## src/toc_pkg.sv

```systemverilog
// Shared constants and types of the two-channel timer output-compare block.
// Assumes a 32-bit APB slave port and an external 8-bit counter.
package toc_pkg;

    // ------------------------------------------------------------------
    // Register offsets (byte addresses)
    // ------------------------------------------------------------------
    localparam int          ADDR_W     = 8;
    localparam logic [7:0]  OFF_CTRL   = 8'h00;
    localparam logic [7:0]  OFF_CMP_A  = 8'h04;
    localparam logic [7:0]  OFF_CMP_B  = 8'h08;
    localparam logic [7:0]  OFF_FLAGS  = 8'h0C;
    localparam logic [7:0]  OFF_FORCE  = 8'h10;
    localparam logic [7:0]  OFF_STATUS = 8'h14;

    // ------------------------------------------------------------------
    // Field positions
    // ------------------------------------------------------------------
    localparam int CTRL_ACT_A_LSB = 0;
    localparam int CTRL_ACT_B_LSB = 2;
    localparam int CTRL_MODE_LSB  = 4;
    localparam int CTRL_IEN_LSB   = 8;
    localparam int STAT_OUT_LSB   = 0;
    localparam int STAT_CMP_A_LSB = 8;
    localparam int STAT_CMP_B_LSB = 16;

    // ------------------------------------------------------------------
    // Values, reset values and action codes
    // ------------------------------------------------------------------
    localparam int          NCH        = 2;
    localparam logic [7:0]  CNT_MAX    = 8'hFF;
    localparam logic [7:0]  CNT_BOTTOM = 8'h00;
    localparam logic [7:0]  CMP_RST    = 8'h00;
    localparam logic [31:0] RD_ZERO    = 32'h0000_0000;
    localparam logic [1:0]  ACT_NONE   = 2'h0;
    localparam logic [1:0]  ACT_TOGGLE = 2'h1;
    localparam logic [1:0]  ACT_CLEAR  = 2'h2;
    localparam logic [1:0]  ACT_SET    = 2'h3;

    // Mode select: bit 0 marks PWM, bit 1 marks single slope among PWM
    typedef logic [2:0] toc_mode_t;
    localparam toc_mode_t MODE_NORMAL = 3'h0;

    // Control register contents
    typedef struct packed {
        logic [1:0] int_en;
        toc_mode_t  mode;
        logic [1:0] act_b;
        logic [1:0] act_a;
    } toc_ctrl_s;

    localparam toc_ctrl_s CTRL_RST = '{int_en: 2'h0, mode: MODE_NORMAL,
                                       act_b: ACT_NONE, act_a: ACT_NONE};

    // Counter-side indications, all in the system clock domain
    typedef struct packed {
        logic [7:0] count;
        logic       down;
        logic       at_top;
        logic       at_bottom;
        logic       tick;
        logic       count_write;
    } toc_cnt_s;

endpackage

```

## src/toc_compare.sv

```systemverilog
// Output-compare unit: two channels, flags, waveform outputs, pin override.
// Assumes the counter, prescaler and tick generation sit outside and
// deliver toc_cnt_s synchronous to clk_sys.
//
// Summary of operation
// Compare count against both compare values continuously
// Match flag sets at the following timer tick
// Enabled flag requests interrupt, cleared on service
// Writing one clears a flag, zero ignored
// Output from match, mode, action, top/bottom
// Double buffering only in PWM modes
// Buffer moves to active at top/bottom
// CPU reaches buffer or active per mode
// Force strobe forces a match outside PWM
// Forced match: no flag, output updates normally
// Counter write blocks matches for next tick
// Output state kept across mode changes
// Action bits unbuffered, used at next match
// Force after action change applies it now
// Nonzero action overrides general port value
// Pin direction stays with port direction bit
// Action zero leaves output state unchanged
// Timer tick is a clock enable
// Software sets output state before enabling pin
// Software avoids writing count equal to compare
// Non-PWM actions: none, toggle, clear, set
// PWM actions: two non-inverted, three inverted
// Phase correct: clear up, set down
// Force ignored in PWM, strobe reads zero
`timescale 1ns/10ps

module toc_compare (
    // Clock and reset
    input  wire logic                        clk_sys,
    input  wire logic                        rst,
    // APB slave
    input  wire logic                        psel,
    input  wire logic                        penable,
    input  wire logic                        pwrite,
    input  wire logic [toc_pkg::ADDR_W-1:0]  paddr,
    input  wire logic [31:0]                 pwdata,
    output logic      [31:0]                 prdata,
    output logic                             pready,
    output logic                             pslverr,
    // Counter indications
    input  wire toc_pkg::toc_cnt_s           cnt,
    // Interrupt request and service
    output logic      [toc_pkg::NCH-1:0]     irq_req,
    input  wire logic [toc_pkg::NCH-1:0]     irq_ack,
    // Port pin logic
    input  wire logic [toc_pkg::NCH-1:0]     port_out_value,
    input  wire logic [toc_pkg::NCH-1:0]     output_pin_direction_bit,
    output logic      [toc_pkg::NCH-1:0]     pin_out,
    output logic      [toc_pkg::NCH-1:0]     pin_oe_n,
    output logic      [toc_pkg::NCH-1:0]     channel_output_state
);

    // ------------------------------------------------------------------
    // Declarations
    // ------------------------------------------------------------------
    toc_pkg::toc_ctrl_s ctrl_q;
    logic [7:0]         cmp_act_q [toc_pkg::NCH];
    logic [7:0]         cmp_buf_q [toc_pkg::NCH];
    logic [1:0]         act       [toc_pkg::NCH];
    logic [toc_pkg::NCH-1:0] match_flag_q;
    logic [toc_pkg::NCH-1:0] out_q;
    logic [toc_pkg::NCH-1:0] match;
    logic [toc_pkg::NCH-1:0] hit;
    logic [toc_pkg::NCH-1:0] force_ev;
    logic [toc_pkg::NCH-1:0] connected;
    logic               block_q;
    logic               pwm;
    logic               fast;
    logic               acc;
    logic               wr;
    logic               addr_ok;
    logic               reload;
    logic [31:0]        rd_d;

    // ------------------------------------------------------------------
    // Mode decoding and bus qualifiers
    // ------------------------------------------------------------------

    // Odd mode codes are the PWM ones
    assign pwm  = ctrl_q.mode[0];
    assign fast = ctrl_q.mode[0] & ctrl_q.mode[1];
    assign acc  = psel & penable;
    assign wr   = acc & pwrite;

    // Actions are read straight from control, never buffered
    assign act[0] = ctrl_q.act_a;
    assign act[1] = ctrl_q.act_b;

    // Legal offsets; anything else answers with an error
    always_comb begin
        case (paddr)
            toc_pkg::OFF_CTRL,
            toc_pkg::OFF_CMP_A,
            toc_pkg::OFF_CMP_B,
            toc_pkg::OFF_FLAGS,
            toc_pkg::OFF_FORCE,
            toc_pkg::OFF_STATUS: addr_ok = 1'b1;
            default:             addr_ok = 1'b0;
        endcase
    end

    // Zero wait states: the answer comes in the access cycle
    assign pready  = acc;
    assign pslverr = acc & ~addr_ok;

    // ------------------------------------------------------------------
    // Comparators and match qualification
    // ------------------------------------------------------------------

    // Per-channel equality, gated by tick and counter-write block
    always_comb begin
        for (int ch = 0; ch < toc_pkg::NCH; ch++) begin
            match[ch]    = (cnt.count == cmp_act_q[ch]);
            hit[ch]      = cnt.tick & match[ch] & ~block_q;
            force_ev[ch] = wr & (paddr == toc_pkg::OFF_FORCE)
                           & pwdata[ch] & ~pwm;
        end
    end

    // Counter write blanks the comparator for one timer cycle
    always_ff @(posedge clk_sys) begin
        if (rst) begin
            block_q <= 1'b0;
        end else if (cnt.count_write) begin
            block_q <= 1'b1;
        end else if (cnt.tick) begin
            block_q <= 1'b0;
        end
    end

    // ------------------------------------------------------------------
    // Control register
    // ------------------------------------------------------------------

    // Mode change does not touch output state
    always_ff @(posedge clk_sys) begin
        if (rst) begin
            ctrl_q <= toc_pkg::CTRL_RST;
        end else if (wr && paddr == toc_pkg::OFF_CTRL) begin
            ctrl_q.act_a  <= pwdata[toc_pkg::CTRL_ACT_A_LSB +: 2];
            ctrl_q.act_b  <= pwdata[toc_pkg::CTRL_ACT_B_LSB +: 2];
            ctrl_q.mode   <= pwdata[toc_pkg::CTRL_MODE_LSB +: 3];
            ctrl_q.int_en <= pwdata[toc_pkg::CTRL_IEN_LSB +: 2];
        end
    end

    // ------------------------------------------------------------------
    // Compare values, buffered in PWM modes
    // ------------------------------------------------------------------

    // Single slope reloads at bottom, dual slope at top
    assign reload = pwm & cnt.tick & (fast ? cnt.at_bottom : cnt.at_top);

    // Outside PWM a write lands in the active register at once
    always_ff @(posedge clk_sys) begin
        if (rst) begin
            for (int ch = 0; ch < toc_pkg::NCH; ch++) begin
                cmp_act_q[ch] <= toc_pkg::CMP_RST;
                cmp_buf_q[ch] <= toc_pkg::CMP_RST;
            end
        end else begin
            for (int ch = 0; ch < toc_pkg::NCH; ch++) begin
                if (reload) begin
                    cmp_act_q[ch] <= cmp_buf_q[ch];
                end
            end
            if (wr && paddr == toc_pkg::OFF_CMP_A) begin
                cmp_buf_q[0] <= pwdata[7:0];
                if (!pwm) begin
                    cmp_act_q[0] <= pwdata[7:0];
                end
            end
            if (wr && paddr == toc_pkg::OFF_CMP_B) begin
                cmp_buf_q[1] <= pwdata[7:0];
                if (!pwm) begin
                    cmp_act_q[1] <= pwdata[7:0];
                end
            end
        end
    end

    // ------------------------------------------------------------------
    // Match flags
    // ------------------------------------------------------------------

    // Set wins over a software clear or a service in the same cycle
    always_ff @(posedge clk_sys) begin
        if (rst) begin
            match_flag_q <= '0;
        end else begin
            for (int ch = 0; ch < toc_pkg::NCH; ch++) begin
                if (hit[ch]) begin
                    match_flag_q[ch] <= 1'b1;
                end else if (wr && paddr == toc_pkg::OFF_FLAGS
                             && pwdata[ch]) begin
                    match_flag_q[ch] <= 1'b0;
                end else if (irq_ack[ch] && irq_req[ch]) begin
                    match_flag_q[ch] <= 1'b0;
                end
            end
        end
    end

    // Request follows the flag while enabled
    assign irq_req = match_flag_q & ctrl_q.int_en;

    // ------------------------------------------------------------------
    // Waveform generator
    // ------------------------------------------------------------------

    // A forced match never reaches the flags, only the output
    always_ff @(posedge clk_sys) begin
        if (rst) begin
            out_q <= '0;
        end else begin
            for (int ch = 0; ch < toc_pkg::NCH; ch++) begin
                if (!pwm) begin
                    if (hit[ch] || force_ev[ch]) begin
                        case (act[ch])
                            toc_pkg::ACT_TOGGLE: out_q[ch] <= ~out_q[ch];
                            toc_pkg::ACT_CLEAR:  out_q[ch] <= 1'b0;
                            toc_pkg::ACT_SET:    out_q[ch] <= 1'b1;
                            default:             out_q[ch] <= out_q[ch];
                        endcase
                    end
                end else if (fast) begin
                    // Wrap to bottom wins, so compare at max gives a flat level
                    if (cnt.tick && cnt.at_top && act[ch][1]) begin
                        out_q[ch] <= ~act[ch][0];
                    end else if (hit[ch]) begin
                        case (act[ch])
                            toc_pkg::ACT_TOGGLE: out_q[ch] <= ~out_q[ch];
                            toc_pkg::ACT_CLEAR:  out_q[ch] <= 1'b0;
                            toc_pkg::ACT_SET:    out_q[ch] <= 1'b1;
                            default:             out_q[ch] <= out_q[ch];
                        endcase
                    end
                end else begin
                    // Compare at max holds the down-count level at top
                    if (cnt.tick && cnt.at_top && act[ch][1]
                        && cmp_act_q[ch] == toc_pkg::CNT_MAX) begin
                        out_q[ch] <= ~act[ch][0];
                    end else if (hit[ch]) begin
                        case (act[ch])
                            toc_pkg::ACT_TOGGLE: out_q[ch] <= ~out_q[ch];
                            toc_pkg::ACT_CLEAR,
                            toc_pkg::ACT_SET: begin
                                out_q[ch] <= cnt.down ? ~act[ch][0]
                                                      : act[ch][0];
                            end
                            default:             out_q[ch] <= out_q[ch];
                        endcase
                    end
                end
            end
        end
    end

    assign channel_output_state = out_q;

    // ------------------------------------------------------------------
    // Port pin override
    // ------------------------------------------------------------------

    // Override is mode independent; direction stays with the port
    always_comb begin
        for (int ch = 0; ch < toc_pkg::NCH; ch++) begin
            connected[ch] = (act[ch] != toc_pkg::ACT_NONE);
            pin_out[ch]   = connected[ch] ? out_q[ch]
                                          : port_out_value[ch];
            pin_oe_n[ch]  = ~output_pin_direction_bit[ch];
        end
    end

    // ------------------------------------------------------------------
    // Read path
    // ------------------------------------------------------------------

    // Read mux; force strobes always read back as zero
    always_comb begin
        rd_d = toc_pkg::RD_ZERO;
        case (paddr)
            toc_pkg::OFF_CTRL: begin
                rd_d[toc_pkg::CTRL_ACT_A_LSB +: 2] = ctrl_q.act_a;
                rd_d[toc_pkg::CTRL_ACT_B_LSB +: 2] = ctrl_q.act_b;
                rd_d[toc_pkg::CTRL_MODE_LSB +: 3]  = ctrl_q.mode;
                rd_d[toc_pkg::CTRL_IEN_LSB +: 2]   = ctrl_q.int_en;
            end
            toc_pkg::OFF_CMP_A: begin
                rd_d[7:0] = pwm ? cmp_buf_q[0] : cmp_act_q[0];
            end
            toc_pkg::OFF_CMP_B: begin
                rd_d[7:0] = pwm ? cmp_buf_q[1] : cmp_act_q[1];
            end
            toc_pkg::OFF_FLAGS: begin
                rd_d[1:0] = match_flag_q;
            end
            toc_pkg::OFF_STATUS: begin
                rd_d[toc_pkg::STAT_OUT_LSB +: 2]   = out_q;
                rd_d[toc_pkg::STAT_CMP_A_LSB +: 8] = cmp_act_q[0];
                rd_d[toc_pkg::STAT_CMP_B_LSB +: 8] = cmp_act_q[1];
            end
            default: begin
                rd_d = toc_pkg::RD_ZERO;
            end
        endcase
    end

    // Captured in the setup cycle so prdata is a flop
    always_ff @(posedge clk_sys) begin
        if (rst) begin
            prdata <= toc_pkg::RD_ZERO;
        end else if (psel && !penable && !pwrite) begin
            prdata <= rd_d;
        end
    end

endmodule

```

## config.mk

```make
export PLATFORM = sky130hd
export DESIGN_NAME = toc_compare
export DESIGN_NICKNAME = d
export VERILOG_FILES = /design/src/toc_pkg.sv /design/src/toc_compare.sv
export SDC_FILE = /design/constraint.sdc
export NUM_CORES = 1
export LEC_CHECK = 0
export ABC_AREA = 0
export BUFFER_PORTS_ARGS = -buffer_cell sky130_fd_sc_hd__buf_2
export CAP_MARGIN = 15
export CORE_MARGIN = 3
export CORE_UTILIZATION = 56
export DETAILED_ROUTE_END_ITERATION = 10
export GPL_TIMING_DRIVEN = 1
export PLACE_DENSITY = 0.82
export SLEW_MARGIN = 20
export SYNTH_ARGS = -nofsm -noshare
export SYNTH_HDL_FRONTEND = slang
export SYNTH_SLANG_ARGS = --single-unit
```

## constraint.sdc

```tcl
create_clock -name clk_sys -period 3.65 [get_ports clk_sys]
set_clock_uncertainty 0.05 [all_clocks]
set_input_delay 0.73 -clock clk_sys [delete_from_list [all_inputs] [get_ports clk_sys]]
set_output_delay 0.73 -clock clk_sys [all_outputs]
set_load 0.01 [all_outputs]
```

==> results of run 1 <==
==> per-layer routing <==
metal	up-vias	share of wire	routed length, um	track usage
li1	1501	-	-	-
met1	1531	0.41	4130	0.366
met5	-	0	0	0
met4	0	0.025	248	0.0977
met3	27	0.12	1170	0.0634
met2	240	0.44	4430	0.416
==> cells in the final DEF, fill, tap and decap left out, drive strengths merged, types with 2 or more instances in the layout <==
cell	instances
buf	82
dfxtp	38
nand2	37
edfxtp	32
nor2	30
a21oi	25
nand3	18
a22o	17
mux2i	16
nor3	13
xor2	12
inv	12
and2	10
clkbuf	10
o21ai	10
mux2	9
conb	8
nand4	7
xnor2	6
a211oi	6
a221oi	4
and3	3
nand2b	3
a311oi	3
nor4	3
nand3b	3
clkinv	3
mux4	2
a221o	2
a31o	2
o211ai	2
clkinvlp	2
nor3b	2
==> logic make-up after synthesis <==
logic type / Yosys count
xor gates and xnor gates: 18
DFF: 70
AOI/OAI and AO/OA: 81
other: 1
buffers and inverters: 43
and+or+nand+nor: 139
muxes: 27
==> stage by stage <==
| stage | setup slack, ps | cell area (um2) | power, mW |
|---|---|---|---|
| finish | 1260 | 4230 | 1.52 |
| global route | 1220 | 4230 | 1.57 |
| CTS | 1320 | 4230 | 1.53 |
| detailed placement | 967 | 4060 | 0.994 |
| global placement | 980 | 4060 | 0.991 |
| floorplan | 991 | 3710 | 0.937 |
==> worst min path at each step <==
stage,endpoint,cells past startpoint,slack (ps)
2_1_floorplan,ctrl_q[6],2,410
3_3_place_gp,prdata[11],2,390
3_5_place_dp,prdata[13],2,390
4_1_cts,prdata[15],2,400
5_1_grt,prdata[5],2,430
6_report,prdata[10],2,400
==> critical path: stages <==
cell and delay (ps):
buf_2 110, nor3_4 310, nand3b_2 170, nor3_1 180, buf_4 170, nand2_1 80
o21ai_1 560
==> final cells by class <==
class | instances | area, um2 | area share
multi-input combinational | 273 | 1780 | 0.420
sequential | 70 | 1720 | 0.407
timing repair buffer | 82 | 428 | 0.101
clock buffer | 10 | 128 | 0.0302
tap | 75 | 93.8 | 0.0222
inverter | 11 | 41.3 | 0.00977
clock inverter | 6 | 37.5 | 0.00888
==> power by group <==
| part | internal, mW | leakage [nW] | switching [mW] |
|---|---|---|---|
| Combinational | 0.0466 | 0.949 | 0.0773 |
| Sequential | 0.837 | 0.625 | 0.0196 |
| Clock | 0.244 | 0.0801 | 0.301 |
| Total | 1.13 | 1.65 | 0.398 |
==> flip-flops by register name (all words and copies together) (netlist names) <==
| name | count |
|---|---|
| block_q | 1 |
| cmp_buf_q | 16 |
| cmp_act_q | 16 |
| channel_output_state | 2 |
| ctrl_q | 5 |
| match_flag_q | 2 |
| act | 4 |
| prdata | 24 |
==> flow_summary.toml, run 1 <==
[status]
status = "finished, final reports clean"

[finish]
utilization = 0.689
drive_above_1_share = 0.250
diodes = 0
fill_cells = 474
area_growth_pct = 14.8
stdcell_count = 527
nets = 511

[synth]
synthXorXnorAreaFrac = 0.0428
synth_fa_ha_area_frac = 0
ys_top_cells_by_area = "edfxtp_1 (26%), dfxtp_1 (21%), mux2i_1 (4.4%)"
synth_edf_count = 32
yosysMostFrequentCell = "dfxtp_1"
yosys_warnings = 0
synthMuxAreaShare = 0.0833
synth_area_um2 = 3680
ys.flop_type = "dfxtp_1"
syn_avg_cell_area_um2 = 9.71
synth_compound_area_frac = 0.153
yosysUniqueCellTypes = 59
synth_top_cell_area_share = 0.261
synth_top_family_by_area = "simple AND/OR/NAND/NOR gates"
yosys.area.top_type = "edfxtp_1"
synth_common_cells = "dfxtp_1 (38), nand2_1 (37), edfxtp_1 (32)"
netlist_instances = 379
ys_ff_latch = 70
yosysSeqAreaShare = 0.468
synthArstFlopShare = 0
synth-simple-area-share = 0.194

[power]
p_leak_nw = 1.65
peakVddDrop_mv = 0.276
power.density_nw_per_um2 = 361

[cts]
htree_levels = 3
postCtsSetupBuffers = 0
clockBufferDepth = 2
clock_latency_ps = 350
ctsResizeCount = 0
cts_sinks = 70
ctsRootBufferMaster = "clkbuf_8"
clkTransAtPathRegs_ps = 70
cts_tree = "yes"
cts_hold_buffers = 0
cts_buffers = 9

[floorplanning]
die_width_um = 87.1
coreArea_um2 = 6130
std_cell_rows = 28
die_area_um2 = 7580
ioPinCount = 106
die_y_um = 87.1
start_util = 0.600

[global_routing]
grt_pass1_vias = 2962
grt_antenna_before_repair = 0
grt.overflow.total = 0
grt.total_usage = 0.269
grt_max_degree = 42
grt_pass1_wl_mm = 15.3

[worst_hold_path]
holdCritStartpoint = "prdata[10]"
worstHoldPathType = "flip-flop to flip-flop"

[critical_path]
r2r-start = "ctrl_q[4]"
startpoint = "paddr[6]"
critical_path.endpoint = "cmp_act_q[0][8]"
cp.required_ps = 3580
regToRegEndpoint = "prdata[1]"
worstSetupPathType = "input port to flip-flop"
start_kind = "input port"
setup.worst_path.end_class = "flip-flop"
reg2reg_slack_ps = 1570
worstPathMaxFanout = 8
worstPathArrival_ps = 2320
worstRegToRegCells = 4

[route]
drc_errors = 0
wl_mm = 9.97
wl_per_cell_um = 18.9
final_antenna_net_count = 0
vias_per_cell = 6.26
firstDrtPassIters = 5
vias = 3299
initialDrtViolationCount = 409

[placed_design]
place_congestion = 0.942
io_buffers = 75
dp_hpwl_mm = 7.14
dpl.cell_count = 511

[sta]
max-slew-margin-rel = 0.467
hold_viol_final = 0
setup_viol = 0
max_freq_ghz = 0.418
worst_slew_pin_slew_ps = 800
hold_slack_ps = 398
drv_slew = 0
rsz0062_at_grt = "no"
setup_tns_ps = 0
min_period_ps = 2390
period_share = 0.655

[flow_run]
drv_cap = 0
(Power assumes the default switching activity.)
==> run 2: changes to the inputs <==
- ABC_AREA: 0 -> 1
- CORE_UTILIZATION: 56 -> 48
- PLACE_DENSITY: 0.82 -> 0.74
- clock period: 3.65 -> 1.9 ns (I/O delays scaled with it)
==> run 2 against run 1 <==
Effect of this change: via count grew 15%; count of clock-buffer cells in the layout is 1 lower; global-route usage down 1.8 points; non-clock buffer count rose by 12; clock power rose to 3.0 times the previous value; first-iteration DRC count down 32%; synthesized cell count increased by 43%; final cell count grew 40%; largest power group unchanged.
==> flow_summary.toml, run 2 <==
[status]
status = "finished, final reports clean"

[cts]
ctsRootBufferMaster = "clkbuf_8"
cts_tree = "yes"
clkTransAtPathRegs_ps = 90
clockBufferDepth = 2
cts_sinks = 70
clock_latency_ps = 360
cts_buffers = 9
htree_levels = 3
postCtsSetupBuffers = 0

[synth]
yosys_warnings = 0
yosysSeqAreaShare = 0.443
synth_area_um2 = 3890
ys_top_cells_by_area = "edfxtp_1 (25%), dfxtp_1 (20%), nand2_1 (13%)"
yosysMostFrequentCell = "nand2_1"
netlist_instances = 541
ys_ff_latch = 70
yosys.area.top_type = "edfxtp_1"
synth_top_cell_area_share = 0.247
synthArstFlopShare = 0
ys.flop_type = "dfxtp_1"
yosysUniqueCellTypes = 32
syn_avg_cell_area_um2 = 7.19
synth_edf_count = 32
synth_common_cells = "nand2_1 (133), inv_1 (79), o21ai_0 (73)"

[critical_path]
slowest_stage = "nor4_1"
worstPathArrival_ps = 1350
worstSetupPathType = "input port to output pin"
start_kind = "input port"
cp_slowest_stage_delay_ps = 210
worstPathMaxFanout = 4
crit_path_cell_trace = "buf_2 > inv_1 > nand2_1 > inv_1 > nand2_4 > inv_2 > nand2_2 > o21ai_2 > nor4_1 > buf_2"
reg2reg_slack_ps = 300
worstRegToRegCells = 5
setup.worst_path.end_class = "output pin"
cp.required_ps = 1470

[floorplanning]
ioPinCount = 106
coreArea_um2 = 7810
start_util = 0.498
die_area_um2 = 9220
std_cell_rows = 32
die_width_um = 96.0
die_y_um = 96.0

[finish]
top_register = "prdata"
fill_cells = 746
area_growth_pct = 21.7
nets = 693
largest_register_ff_count = 24
drive_above_1_share = 0.215
biggestRegsByFlops = "prdata: 24 flops, cmp_act_q: 16 flops, cmp_buf_q: 16 flops"
final_cell_mix = "nand2_1 (133), inv_1 (79), buf_2 (75)"
diodes = 0
final_common_cell = "nand2_1"

[global_routing]
grt_max_degree = 40
grt.overflow.total = 0
grt.total_usage = 0.250
grt_pass1_vias = 3447
grt_pass1_wl_mm = 17.3
grt_antenna_before_repair = 0

[power]
power.density_nw_per_um2 = 763
p_leak_nw = 2.20
peakVddDrop_mv = 0.382

[flow_run]
drv_cap = 0

[sta]
rsz0062_at_grt = "no"
min_period_ps = 1780
hold_slack_ps = 179
setup_tns_ps = 0
period_share = 0.935
setup_viol = 0
max_freq_ghz = 0.563
drv_slew = 0
hold_viol_final = 0

[placed_design]
io_buffers = 75
place_congestion = 0.955
dp_hpwl_mm = 8.37

[route]
initialDrtViolationCount = 280
final_antenna_net_count = 0
wl_per_cell_um = 14.9
drc_errors = 0
wl_mm = 10.9
vias_per_cell = 5.16
vias = 3796
firstDrtPassIters = 5

[worst_hold_path]
hold_path_depth = 3
worstHoldPathType = "input port to flip-flop"
run 2: cell types whose count changed after synthesis, sizes merged, moves of 10 or more:
cell / before / now
a21oi: 25 / 45
nand2: 37 / 142
a22o: 17 / 0
and2: 10 / 0
nor2: 30 / 51
mux2i: 16 / 1
o21ai: 10 / 74
inv: 11 / 85
run 2: logic make-up (layout without fill, tap and decap cells):
family          after synthesis  count (layout)  share of synthesized area
compound gates              128             128                      0.171
xor+xnor                      5               5                     0.0113
buf+inv                     110             196                      0.117
flops                        70              70                      0.443
mux                           1               1                    0.00257
other cells                   1               8                   0.000964
simple gates                226             226                      0.255
run 2: path summary, 6_finish.rpt:
kind	endpoint	startpoint
worst max register to register	channel_output_state[0]	cmp_act_q[0][4]
worst min register to register	ctrl_q[6]	ctrl_q[6]
worst min-delay path	block_q	cnt[0]
worst max-delay path	pslverr	paddr[6]
run 2: area by class of cell:
class	instances	area, um2	share of cell area
clock inverters	7	145	0.0307
multi-input cells	368	1750	0.370
clock buffers	9	124	0.0262
well taps	102	128	0.0270
repair buffers	94	543	0.115
inverters	86	323	0.0682
flip-flops and latches	70	1720	0.364
run 2: what timing repair did:
item,4_1_cts,5_1_grt
gates resized for setup,0,1
hold buffers,0,0
endpoints found under the setup margin,0,1
run 2: per-layer routing:
layer | vias to the layer above | wire, um | global-route usage
met5 | - | 0 | 0
met4 | 0 | 246 | 0.0758
met3 | 23 | 848 | 0.0446
met2 | 179 | 5080 | 0.402
met1 | 1693 | 4760 | 0.343
li1 | 1901 | - | -
run 2: worst max-delay path: cells and delay by family:
| kind | cells | cell delay [ps] |
|---|---|---|
| AOI/OAI and AO/OA | 1 | 80 |
| buffers and inverters | 5 | 390 |
| and+or+nand+nor | 4 | 480 |
run 2: per-stage QoR:
step           power [mW]  setup slack (ps)  area, um2  instances  utilization
5_1_grt              3.73              10.5       4730        736        0.606
3_5_place_dp         2.00              66.0       4460        720        0.571
2_1_floorplan        1.85              11.7       3920        548            -
6_report             3.61               123       4730        736        0.606
4_1_cts              3.61              84.0       4730        736        0.606
3_3_place_gp         1.99              86.1       4460        720        0.571
run 2: where the power goes:
group	switching, mW	internal (mW)
combinational	0.192	0.116
sequential	0.0349	1.62
clock	0.635	1.01
